### src/rtl/stcc_pkg.sv
// Package with register map, field layout and timing constants of the timing calibration control block.
`default_nettype none
package stcc_pkg;
  // ----------------------------------------------------------------------------
  // Register offsets
  // ----------------------------------------------------------------------------
  localparam logic [11:0] ADDR_SUPPLY_NOISE = 12'h2A2;
  localparam logic [11:0] ADDR_CAL_ENABLE   = 12'h2B0;
  localparam logic [11:0] ADDR_CAL_CONFIG   = 12'h2B1;
  localparam logic [11:0] ADDR_CAL_STATUS   = 12'h2B2;
  localparam logic [11:0] ADDR_DELAY_ADJ    = 12'h2B5;
  // ----------------------------------------------------------------------------
  // Reset values and field positions
  // ----------------------------------------------------------------------------
  localparam logic [7:0]  RST_SUPPLY_NOISE  = 8'h00;
  localparam logic [7:0]  RST_CAL_ENABLE    = 8'h00;
  localparam logic [7:0]  RST_CAL_CONFIG    = 8'h05;
  localparam logic [16:0] RST_DELAY_ADJ     = 17'h00000;
  localparam int          BIT_CAL_ENABLE    = 0;
  localparam int          BIT_CORE_SUPPR    = 5;
  localparam int          BIT_CLK_SUPPR     = 4;
  localparam int          AVG_LSB           = 2;
  localparam int          LEN_LSB           = 0;
  localparam int          BIT_DONE          = 17;
  localparam int          DELAY_W           = 17;
  // ----------------------------------------------------------------------------
  // Timing: bound = 384 * 19 * 4^(avg + len + 2) sample-clock cycles.
  // ----------------------------------------------------------------------------
  localparam int          BOUND_BASE        = 384 * 19;
  localparam int          POW_OFFSET        = 2;
  localparam int          CNT_W             = 32;
  // The start, engine state and status registers use up part of the budget, so the engine counts them off.
  localparam int          RUN_LATENCY       = 3;
  // ----------------------------------------------------------------------------
  // Longest SYSREF period each accumulation length code covers, in cycles
  // ----------------------------------------------------------------------------
  localparam logic [3:0][15:0] MAX_PERIOD   = {16'h7E80, 16'h1E80, 16'h0680, 16'h0080};
  typedef enum logic [2:0] {
    ST_IDLE = 3'b001,
    ST_RUN  = 3'b010,
    ST_DONE = 3'b100
  } stcc_state_t;
endpackage
`default_nettype wire

### src/rtl/stcc_cal_if.sv
// Interface carrying start, settings and result between control and engine.
`default_nettype none
interface stcc_cal_if;
  logic        start;
  logic [1:0]  avg_sel;
  logic [1:0]  len_sel;
  logic        done;
  logic [16:0] result;
  modport ctrl (output start, output avg_sel, output len_sel, input done, input result);
  modport eng  (input start, input avg_sel, input len_sel, output done, output result);
endinterface
`default_nettype wire

### src/rtl/stcc_cal_engine.sv
// Calibration sequencer: runs for the bounded duration and yields a delay estimate.
`default_nettype none
module stcc_cal_engine #(
  parameter int CYCLE_BASE = stcc_pkg::BOUND_BASE
) (
  input  wire logic         i_ref_clk,
  input  wire logic         i_rst,
  input  wire logic         i_sysref,
  stcc_cal_if.eng           cal
);
  stcc_pkg::stcc_state_t state_q;
  logic [stcc_pkg::CNT_W-1:0] cnt_q;
  logic [stcc_pkg::CNT_W-1:0] limit;
  logic [7:0]                 phase_q;
  logic [7:0]                 edge_ph_q;
  logic                       sysref_q;
  logic                       finish;
  logic [stcc_pkg::DELAY_W-1:0] result_q;

  // Cycle budget grows fourfold per code step, so a shift gives the exact bound.
  assign limit = stcc_pkg::CNT_W'(CYCLE_BASE)
                 << (2 * (cal.avg_sel + cal.len_sel + stcc_pkg::POW_OFFSET));
  // Stopping early by the register latency puts the status bit exactly on the bound.
  assign finish = (state_q == stcc_pkg::ST_RUN) && (cnt_q >= limit - stcc_pkg::RUN_LATENCY);

  always_ff @(posedge i_ref_clk or posedge i_rst) begin
    if (i_rst) begin
      state_q <= stcc_pkg::ST_IDLE;
      cnt_q   <= '0;
    end else begin
      unique case (state_q)
        stcc_pkg::ST_IDLE: begin
          if (cal.start) begin
            state_q <= stcc_pkg::ST_RUN;
            cnt_q   <= '0;
          end
        end
        stcc_pkg::ST_RUN: begin
          cnt_q <= cnt_q + 1'b1;
          if (finish) state_q <= stcc_pkg::ST_DONE;
        end
        stcc_pkg::ST_DONE: begin
          if (cal.start) begin
            state_q <= stcc_pkg::ST_RUN;
            cnt_q   <= '0;
          end
        end
        default: state_q <= stcc_pkg::ST_IDLE;
      endcase
    end
  end

  // The phase of the last SYSREF edge against a free count stands in for the measured offset.
  always_ff @(posedge i_ref_clk or posedge i_rst) begin
    if (i_rst) begin
      sysref_q  <= 1'b0;
      phase_q   <= '0;
      edge_ph_q <= '0;
    end else begin
      sysref_q <= i_sysref;
      phase_q  <= phase_q + 1'b1;
      if (i_sysref && !sysref_q) edge_ph_q <= phase_q;
    end
  end

  // The estimate is frozen at completion so the applied delay cannot wander afterwards.
  always_ff @(posedge i_ref_clk or posedge i_rst) begin
    if (i_rst) begin
      result_q <= '0;
    end else if (finish) begin
      result_q <= {edge_ph_q[7], edge_ph_q, ~edge_ph_q};
    end
  end

  assign cal.done   = (state_q == stcc_pkg::ST_DONE);
  assign cal.result = result_q;
endmodule
`default_nettype wire

### src/rtl/stcc_timing_cal_ctrl.sv
// Top of the timing calibration control block with its configuration registers.
`default_nettype none
module stcc_timing_cal_ctrl #(
  parameter int CYCLE_BASE = stcc_pkg::BOUND_BASE
) (
  input  wire logic        i_ref_clk,
  input  wire logic        i_rst,
  input  wire logic        i_reg_wr,
  input  wire logic        i_reg_rd,
  input  wire logic [11:0] i_reg_addr,
  input  wire logic [23:0] i_reg_wdata,
  input  wire logic        i_sysref,
  output var  logic [23:0] o_reg_rdata,
  output var  logic [16:0] o_sample_delay,
  output var  logic        o_core_rail_noise_suppress,
  output var  logic        o_clock_rail_noise_suppress,
  output var  logic        o_cal_complete_flag
);
  // ----------------------------------------------------------------------------
  // Registers
  // ----------------------------------------------------------------------------
  logic [7:0]  noise_q;
  logic [7:0]  enable_q;
  logic [7:0]  config_q;
  logic [16:0] manual_q;
  logic        start_q;
  logic        done_q;
  logic        en_new;
  logic [23:0] status;
  logic        sysref_q;
  logic [15:0] gap_q;
  logic [15:0] gap_max;
  logic        run_act;
  logic        fail_q;
  stcc_cal_if  cal ();

  always_ff @(posedge i_ref_clk or posedge i_rst) begin
    if (i_rst) begin
      noise_q  <= stcc_pkg::RST_SUPPLY_NOISE;
      enable_q <= stcc_pkg::RST_CAL_ENABLE;
      config_q <= stcc_pkg::RST_CAL_CONFIG;
      manual_q <= stcc_pkg::RST_DELAY_ADJ;
    end else if (i_reg_wr) begin
      unique case (i_reg_addr)
        stcc_pkg::ADDR_SUPPLY_NOISE: noise_q  <= i_reg_wdata[7:0];
        stcc_pkg::ADDR_CAL_ENABLE:   enable_q <= i_reg_wdata[7:0];
        stcc_pkg::ADDR_CAL_CONFIG:   config_q <= i_reg_wdata[7:0];
        stcc_pkg::ADDR_DELAY_ADJ:    manual_q <= i_reg_wdata[16:0];
        default: ;
      endcase
    end
  end

  // ----------------------------------------------------------------------------
  // Start and completion
  // ----------------------------------------------------------------------------
  // Only a write that turns the bit on starts a run; rewriting 1 does nothing.
  assign en_new = i_reg_wr && (i_reg_addr == stcc_pkg::ADDR_CAL_ENABLE) &&
                  i_reg_wdata[stcc_pkg::BIT_CAL_ENABLE] && !enable_q[stcc_pkg::BIT_CAL_ENABLE];

  always_ff @(posedge i_ref_clk or posedge i_rst) begin
    if (i_rst) begin
      start_q <= 1'b0;
    end else begin
      start_q <= en_new;
    end
  end

  // The engine's done is stale until it sees the start, so the flag is held low meanwhile.
  always_ff @(posedge i_ref_clk or posedge i_rst) begin
    if (i_rst) begin
      done_q <= 1'b0;
    end else if (en_new || start_q || !enable_q[stcc_pkg::BIT_CAL_ENABLE]) begin
      done_q <= 1'b0;
    end else begin
      done_q <= cal.done && !fail_q;
    end
  end

  // ----------------------------------------------------------------------------
  // SYSREF period watch
  // ----------------------------------------------------------------------------
  // The gap counter saturates, so a stopped SYSREF still reads as too long.
  always_ff @(posedge i_ref_clk or posedge i_rst) begin
    if (i_rst) begin
      sysref_q <= 1'b0;
      gap_q    <= '0;
    end else begin
      sysref_q <= i_sysref;
      if (i_sysref && !sysref_q) begin
        gap_q <= 16'h0001;
      end else if (gap_q != '1) begin
        gap_q <= gap_q + 16'h0001;
      end
    end
  end

  assign gap_max = stcc_pkg::MAX_PERIOD[config_q[stcc_pkg::LEN_LSB +: 2]];
  assign run_act = enable_q[stcc_pkg::BIT_CAL_ENABLE] && !done_q;

  // A spoiled run shows done for one cycle only if its gap is first seen as the engine's done rises; a gap seen as a new run starts still counts against it.
  always_ff @(posedge i_ref_clk or posedge i_rst) begin
    if (i_rst) begin
      fail_q <= 1'b0;
    end else if (run_act && (gap_q > gap_max)) begin
      fail_q <= 1'b1;
    end else if (start_q) begin
      fail_q <= 1'b0;
    end
  end

  assign cal.start   = start_q;
  assign cal.avg_sel = config_q[stcc_pkg::AVG_LSB +: 2];
  assign cal.len_sel = config_q[stcc_pkg::LEN_LSB +: 2];

  stcc_cal_engine #(
    .CYCLE_BASE (CYCLE_BASE)
  ) u_engine (
    .i_ref_clk (i_ref_clk),
    .i_rst     (i_rst),
    .i_sysref  (i_sysref),
    .cal       (cal)
  );

  // ----------------------------------------------------------------------------
  // Outputs and read-back
  // ----------------------------------------------------------------------------
  assign status = {6'h00, done_q, done_q ? cal.result : 17'h00000};

  always_ff @(posedge i_ref_clk or posedge i_rst) begin
    if (i_rst) begin
      o_sample_delay <= stcc_pkg::RST_DELAY_ADJ;
    end else if (enable_q[stcc_pkg::BIT_CAL_ENABLE]) begin
      if (done_q) o_sample_delay <= cal.result;
    end else begin
      o_sample_delay <= manual_q;
    end
  end

  always_ff @(posedge i_ref_clk or posedge i_rst) begin
    if (i_rst) begin
      o_core_rail_noise_suppress  <= 1'b0;
      o_clock_rail_noise_suppress <= 1'b0;
      o_cal_complete_flag         <= 1'b0;
    end else begin
      o_core_rail_noise_suppress  <= noise_q[stcc_pkg::BIT_CORE_SUPPR];
      o_clock_rail_noise_suppress <= noise_q[stcc_pkg::BIT_CLK_SUPPR];
      o_cal_complete_flag         <= done_q;
    end
  end

  always_ff @(posedge i_ref_clk or posedge i_rst) begin
    if (i_rst) begin
      o_reg_rdata <= '0;
    end else if (i_reg_rd) begin
      unique case (i_reg_addr)
        stcc_pkg::ADDR_SUPPLY_NOISE: o_reg_rdata <= {16'h0000, noise_q};
        stcc_pkg::ADDR_CAL_ENABLE:   o_reg_rdata <= {16'h0000, enable_q};
        stcc_pkg::ADDR_CAL_CONFIG:   o_reg_rdata <= {16'h0000, config_q};
        stcc_pkg::ADDR_CAL_STATUS:   o_reg_rdata <= status;
        stcc_pkg::ADDR_DELAY_ADJ:    o_reg_rdata <= {7'h00, manual_q};
        default:                     o_reg_rdata <= '0;
      endcase
    end
  end
endmodule
`default_nettype wire

### config.mk
export PLATFORM = sky130hd
export DESIGN_NAME = stcc_timing_cal_ctrl
export DESIGN_NICKNAME = d
export VERILOG_FILES = /design/src/rtl/stcc_pkg.sv /design/src/rtl/stcc_cal_if.sv /design/src/rtl/stcc_cal_engine.sv /design/src/rtl/stcc_timing_cal_ctrl.sv
export SDC_FILE = /design/constraint.sdc
export NUM_CORES = 1
export LEC_CHECK = 0
export BUFFER_PORTS_ARGS = -buffer_cell sky130_fd_sc_hd__buf_2
export CORE_MARGIN = 2
export CORE_UTILIZATION = 60
export CTS_CLUSTER_SIZE = 40
export DETAILED_ROUTE_END_ITERATION = 10
export GPL_ROUTABILITY_DRIVEN = 0
export PLACE_DENSITY_LB_ADDON = 0.1
export SLEW_MARGIN = 40
export SYNTH_ARGS = -nofsm -noshare
export SYNTH_HDL_FRONTEND = slang
export SYNTH_SLANG_ARGS = --single-unit
### constraint.sdc
create_clock -name i_ref_clk -period 14.2 [get_ports i_ref_clk]
set_input_delay 0 -clock i_ref_clk [delete_from_list [all_inputs] [get_ports i_ref_clk]]
set_output_delay 0 -clock i_ref_clk [all_outputs]
set_load 0.005 [all_outputs]
Yosys cells after proc, flatten, opt, wreduce, memory -nomap -nowiden
Cells that the tools add are included.

Flip-flop bits (word level): 172. Input bits: 41. Output and inout bits: 44. Word-level logic and storage cells: 82.

Add/sub/neg operators: 6. Magnitude comparators: 3. Eq/ne operators: 12. Shift operators: 1. Mux-type cells: 16. Bitwise gates (word level): 1. Reductions and logical operators: 24.

Operators by type and width (count): 18-bit one-hot mux with 5 select lines (1); 32-bit one-hot mux with 2 select lines (1); 12-bit by 10-bit == test with 1-bit output (second input constant) (5); 17-bit two-way mux (3); 16-bit two-way mux (3); 32-bit by 1-bit adder with 32-bit output (second input constant) (1); 16-bit binary-select mux with 2-bit select (1); 32-bit greater-or-equal comparator (1); 32-bit two-way mux (1); 13-bit by 32-bit left shift with 32-bit output (first input constant) (1); 32-bit by 2-bit subtractor with 32-bit output (second input constant) (1); 31-bit by 2-bit adder with 31-bit output (second input constant) (1); 16-bit by 1-bit adder with 16-bit output (second input constant) (1); 16-bit > comparator (1); 16-bit inequality test (second input constant) (1); 2-bit AND reduction (6); 8-bit by 1-bit adder with 8-bit output (second input constant) (1); 1-bit logical AND (8); 8-bit inverter (1); 3-bit two-way mux (2); 2-bit by 1-bit inequality test with 1-bit output (second input constant) (3); 3-bit one-hot mux with 2 select lines (1); 2-bit nonzero test (3); 1-bit zero test (4); other kinds (8) (11).

Depth between registers and ports, before layout
Depth after elaboration: 8. Mapped depth: 23. Gate-level depth less buffers: 20.

Cells and area by module
From an unflattened synthesis, not the netlist that was laid out.

Cell total of the unflattened synthesis: 891. Area total of the unflattened synthesis: 9414.0 um^2.

Modules (own cells, without submodules): stcc_timing_cal_ctrl (instances 1, cells an instance 449, area each 5059.9 um^2, seq. area each 2479.9 um^2); stcc_cal_engine (instances 1, cells an instance 442, area each 4354.2 um^2, seq. area each 1702.9 um^2).

Worst setup path before layout
No wires, ideal clock.

Kind: register to register. Start: register config_q[0]. End: register u_engine.result_q, in the netlist u_engine.cal.result[8]. Library setup time: 125 ps. Arrival: 5039 ps. Data required time: 14075 ps. Setup slack: 9037 ps. Cell stages (with the launch flop): 23. Path buffers: 4. Clock period less this slack: 5163 ps. Path through: dfstp_2 > ha_1 > inv_1 > fa_1 > inv_1 > ha_1 > clkbuf_1 > clkbuf_1 > nand2_1 > ha_1 > clkbuf_1 > o221ai_1 > nor4_1 > and3b_1 > mux2i_1 > ha_1 > a21oi_1 > nand2_1 > a221oi_1 > o211ai_1 > o21ai_2 > buf_4 > mux2_2.

Longest elaborated chain between the ends: 6.

Ends and longest elaborated chain: from (decl) (line stcc_timing_cal_ctrl.sv:24) `logic [7:0] config_q;`; from (signal assigned) (line stcc_timing_cal_ctrl.sv:41) `config_q <= stcc_pkg::RST_CAL_CONFIG;`; from (signal assigned) (line stcc_timing_cal_ctrl.sv:47) `stcc_pkg::ADDR_CAL_CONFIG: config_q <= i_reg_wdata[7:0];`; 2-bit by 2-bit adder with 3-bit output (line stcc_cal_engine.sv:22) `<< (2 * (cal.avg_sel + cal.len_sel + stcc_pkg::POW_OFFSET));`; 31-bit by 2-bit adder with 31-bit output (line stcc_cal_engine.sv:22); 13-bit by 32-bit left shift with 32-bit output (line stcc_cal_engine.sv:21) `assign limit = stcc_pkg::CNT_W'(CYCLE_BASE)`; 32-bit by 2-bit subtractor with 32-bit output (line stcc_cal_engine.sv:24) `assign finish = (state_q == stcc_pkg::ST_RUN) && (cnt_q >= limit - stcc_pkg::RUN_LATENCY);`; 32-bit greater-or-equal comparator (line stcc_cal_engine.sv:24); 1-bit logical AND (line stcc_cal_engine.sv:24); to (signal assigned) (line stcc_cal_engine.sv:71) `result_q <= {edge_ph_q[7], edge_ph_q, ~edge_ph_q};`; to (decl) (line stcc_cal_engine.sv:18) `logic [stcc_pkg::DELAY_W-1:0] result_q;`.

Every way passes these cells. A chain may end at the register's enable or synchronous reset.

Worst setup path in the final report
Start: register config_q[0]. End: register u_engine.result_q, in the netlist u_engine.cal.result[10].

Same word-level chain as after synthesis.

==> results.cfg <==
[setup_path]
critPathLaunchType = flip-flop
crit_cells = 19
critPathMaxStageDelay_ns = 0.67
cp.required_ns = 14.50
critPathKind = flip-flop to flip-flop
crit_top_cell = ha_1
critPathBufInv = 2
critPathTopFamily = adder cells
arrival_ns = 6.58
rrSetupSlack_ns = 7.93
crit_fanout = 18
cpMaxStageDelayCell = ha_1
crit_chain = ha_1 > inv_1 > fa_1 > inv_1 > ha_1 > nor2_2 > nand2_1 > ha_1 > o221ai_1 > nor4_1 > and3b_1 > mux2i_1 > ha_1 > nand4_1 > nor4_1 > nand4_1 > a31oi_1 > o21ai_4 > mux2_2
reg2regPathDepth = 19
end_kind = flip-flop

[run]
cap_violations = 0

[timing]
finalSetupViolations = 0
hold_viol = 0
drv_slew = 0
hold_slack_ns = 0.0885
min_period_ns = 6.27
fmax_ghz = 0.159
clock_skew_ns = 0.0103
tightest_slew_ns = 0.782
max-slew-margin-rel_pct = 47.9
tns_ns = 0
grt_setup_unrepaired = no
finalCritPeriodShare_pct = 44.2

[drt]
detail-route-antenna-nets = 0
drc = 0
routed_via_density = 5.96
vias = 6708
drtIter0Drc = 531
wl_mm = 20.0
avgRoutedWirePerCell_um = 17.8
dr.pass1.iters = 5

[layout]
multi_input_area_um2 = 4460
area_delta_synth_final_pct = 14.0
fillers = 1072
drive_gt1_share_pct = 20.3
n_antenna_cell = 0
nets = 1018
regArea_um2 = 4160

[grt]
grt_util_met3_pct = 4.09
grt_max_degree = 92
grt_first_pass_wirelength_mm = 33.7
grtUsageTotal_pct = 26.1
overflow = 0
use_met1_pct = 37.7
top_usage_layer = met2
grt_pass1_vias = 6753
grt_use_met2_pct = 41.7
antenna_found_initial = 0

[clock_network]
cts-root-buf = clkbuf_16
htreeDepth = 4
clk_pin_slew_ns = 0.06
cts_resized = 0
cts_tree = yes
cts-buffers-inserted = 17
cts_num_sinks = 166
ctsLongestPathBuffers = 2
insertion_delay_ns = 0.42
cts_setup_buffers = 0

[yosys]
ys_async_sr_fraction_pct = 100
yosys_warnings = 0
syn-cell-area_um2 = 8980
syn-instance-count = 849
synth-seq-area-share_pct = 46.3
avgSynthCellArea_um2 = 10.6
synth-xor-area-share_pct = 5.37
synth.mux.area_fraction_pct = 11.7
ys_seq_elements = 166
synth-simple-area-share_pct = 14.0
synth-edff-count = 0
synth_flop_cell = dfrtp_1
yosys.area.top_type = dfrtp_1
synthAdderAreaFrac_pct = 6.91
synth_cell_types = 75
synth_top_area_share_pct = 45.4
synth_area_leaders = dfrtp_1, ha_1, mux2_2, mux2i_1, nor2_1
synth_top_family_by_area = simple AND/OR/NAND/NOR gates
synth_compound_area_share_pct = 11.2

[die]
core_region_area_um2 = 14600
rows = 44
num_io_pins = 85
chipWidth_um = 126
initial_core_util_pct = 61.5
die_h_um = 126
dieArea_um2 = 16000

[placement]
hpwl_mm = 13.6
port_buffers = 71

[run_status]
status = finished, final reports clean

[power]
cellPowerDensity_nw_per_um2 = 96.9
p_leak_nw = 4.85
ir_drop_mv = 0.111

[worst_hold_path]
hp-class = input port to flip-flop
hold_path_depth = 2
## timing repair
item | CTS | global route
setup endpoints to repair | 0 | 0
hold buffers | 19 | 0
hold endpoints to repair | 130 | 0
## metrics by stage
step,instance area [um^2],std cells,utilization [%],worst slack [ns],power (mW)
after global routing,10200,1125,70.1,7.41,1.03
after detailed placement,9440,1074,64.7,8.07,0.540
after CTS,10200,1125,70.0,8.00,0.999
final,10200,1125,70.1,7.93,0.991
after floorplan,9000,854,-,9.04,0.524
after global placement,9430,1074,64.6,8.05,0.536
## worst register-to-register path, stage by stage (launching register included)
cell,delay [ns]
dfstp_2,0.57
ha_1,0.17
inv_1,0.06
fa_1,0.62
inv_1,0.17
ha_1,0.67
nor2_2,0.16
nand2_1,0.16
ha_1,0.33
o221ai_1,0.28
nor4_1,0.42
and3b_1,0.29
mux2i_1,0.10
ha_1,0.35
nand4_1,0.16
nor4_1,0.50
nand4_1,0.16
a31oi_1,0.38
o21ai_4,0.27
mux2_2,0.35
## cell usage in the layout, fill, tap and decap left out, types with 20 or more instances in the layout
master     n
inv_1     54
buf_2     71
nand2_1   38
o22ai_1   20
ha_1      48
nor2_1    78
mux2_2    53
a21oi_1   39
nand3_1   21
xor2_1    25
xnor2_1   30
dfrtp_1  163
mux2i_1   30
## state kept, by name, summed over array words and instances, names as in the netlist, 3 cells and up
signal and count:
o_reg_rdata 18, gap_q 16, o_sample_delay 17, manual_q 17
u_engine.state_q 3, u_engine.cnt_q 32, enable_q 8, noise_q 8
u_engine.cal.result 16, u_engine.edge_ph_q 8, config_q 8, u_engine.phase_q 8
## synth_stat cells, types with 3 or more instances
cell type and instances:
a211oi_1 5, mux2i_1 30, nor3b_1 5, xnor2_1 30, o21ai_0 19, clkbuf_1 26, nand2_1 38, a31oi_1 4
a221oi_1 12, nor4_1 6, dfrtp_1 163, inv_1 55, a22oi_1 11, buf_4 8, nand2b_1 5, or3_1 7
and4_1 5, nor2b_1 12, mux2_2 53, nand4_1 13, and3b_1 3, a22o_1 9, nand3_1 22, a21oi_1 39
nor2_1 78, nor3_1 16, o22ai_1 20, a21o_1 3, and3_1 9, nand3b_1 3, dfstp_2 3, o2111ai_1 3
xor2_1 25, mux2_4 10, ha_1 48
## path summary, 6_finish.rpt
kind                             start                          end
setup / recovery           config_q[0]      u_engine.cal.result[10]
hold / removal                i_reg_rd               o_reg_rdata[0]
setup reg to reg           config_q[0]      u_engine.cal.result[10]
hold reg to reg             noise_q[4]  o_clock_rail_noise_suppress
max in group asynchronous        i_rst                  manual_q[5]
min in group asynchronous        i_rst          o_cal_complete_flag
## report_power, final
part	switching (mW)	internal, mW
Sequential	0.00671	0.480
Combinational	0.0295	0.0193
Clock	0.200	0.256
Total	0.236	0.755
## per-layer routing
metal / up-vias / share of wire (%)
li1: 3182 / -
met3: 16 / 3.8
met4: 0 / 1.2
met1: 3362 / 47
met5: - / 0
met2: 148 / 48
## logic make-up after synthesis
family                   Yosys count
AO/OA/AOI/OAI                    149
XOR/XNOR                          55
adder cells (fa/ha/maj)           49
buffers and inverters             95
flip-flops                       166
multiplexers                      93
other                              1
AND/OR/NAND/NOR                  241
## cell type report
class	instances	area share, %
Multi-Input combinational cell	593	43.6
Sequential cell	166	40.6
Timing Repair Buffer	95	5.74
Clock buffer	19	4.43
Tap cell	184	2.25
Inverter	55	2.09
Clock inverter	13	1.30
No activity file was read; power rests on OpenSTA's default activity.
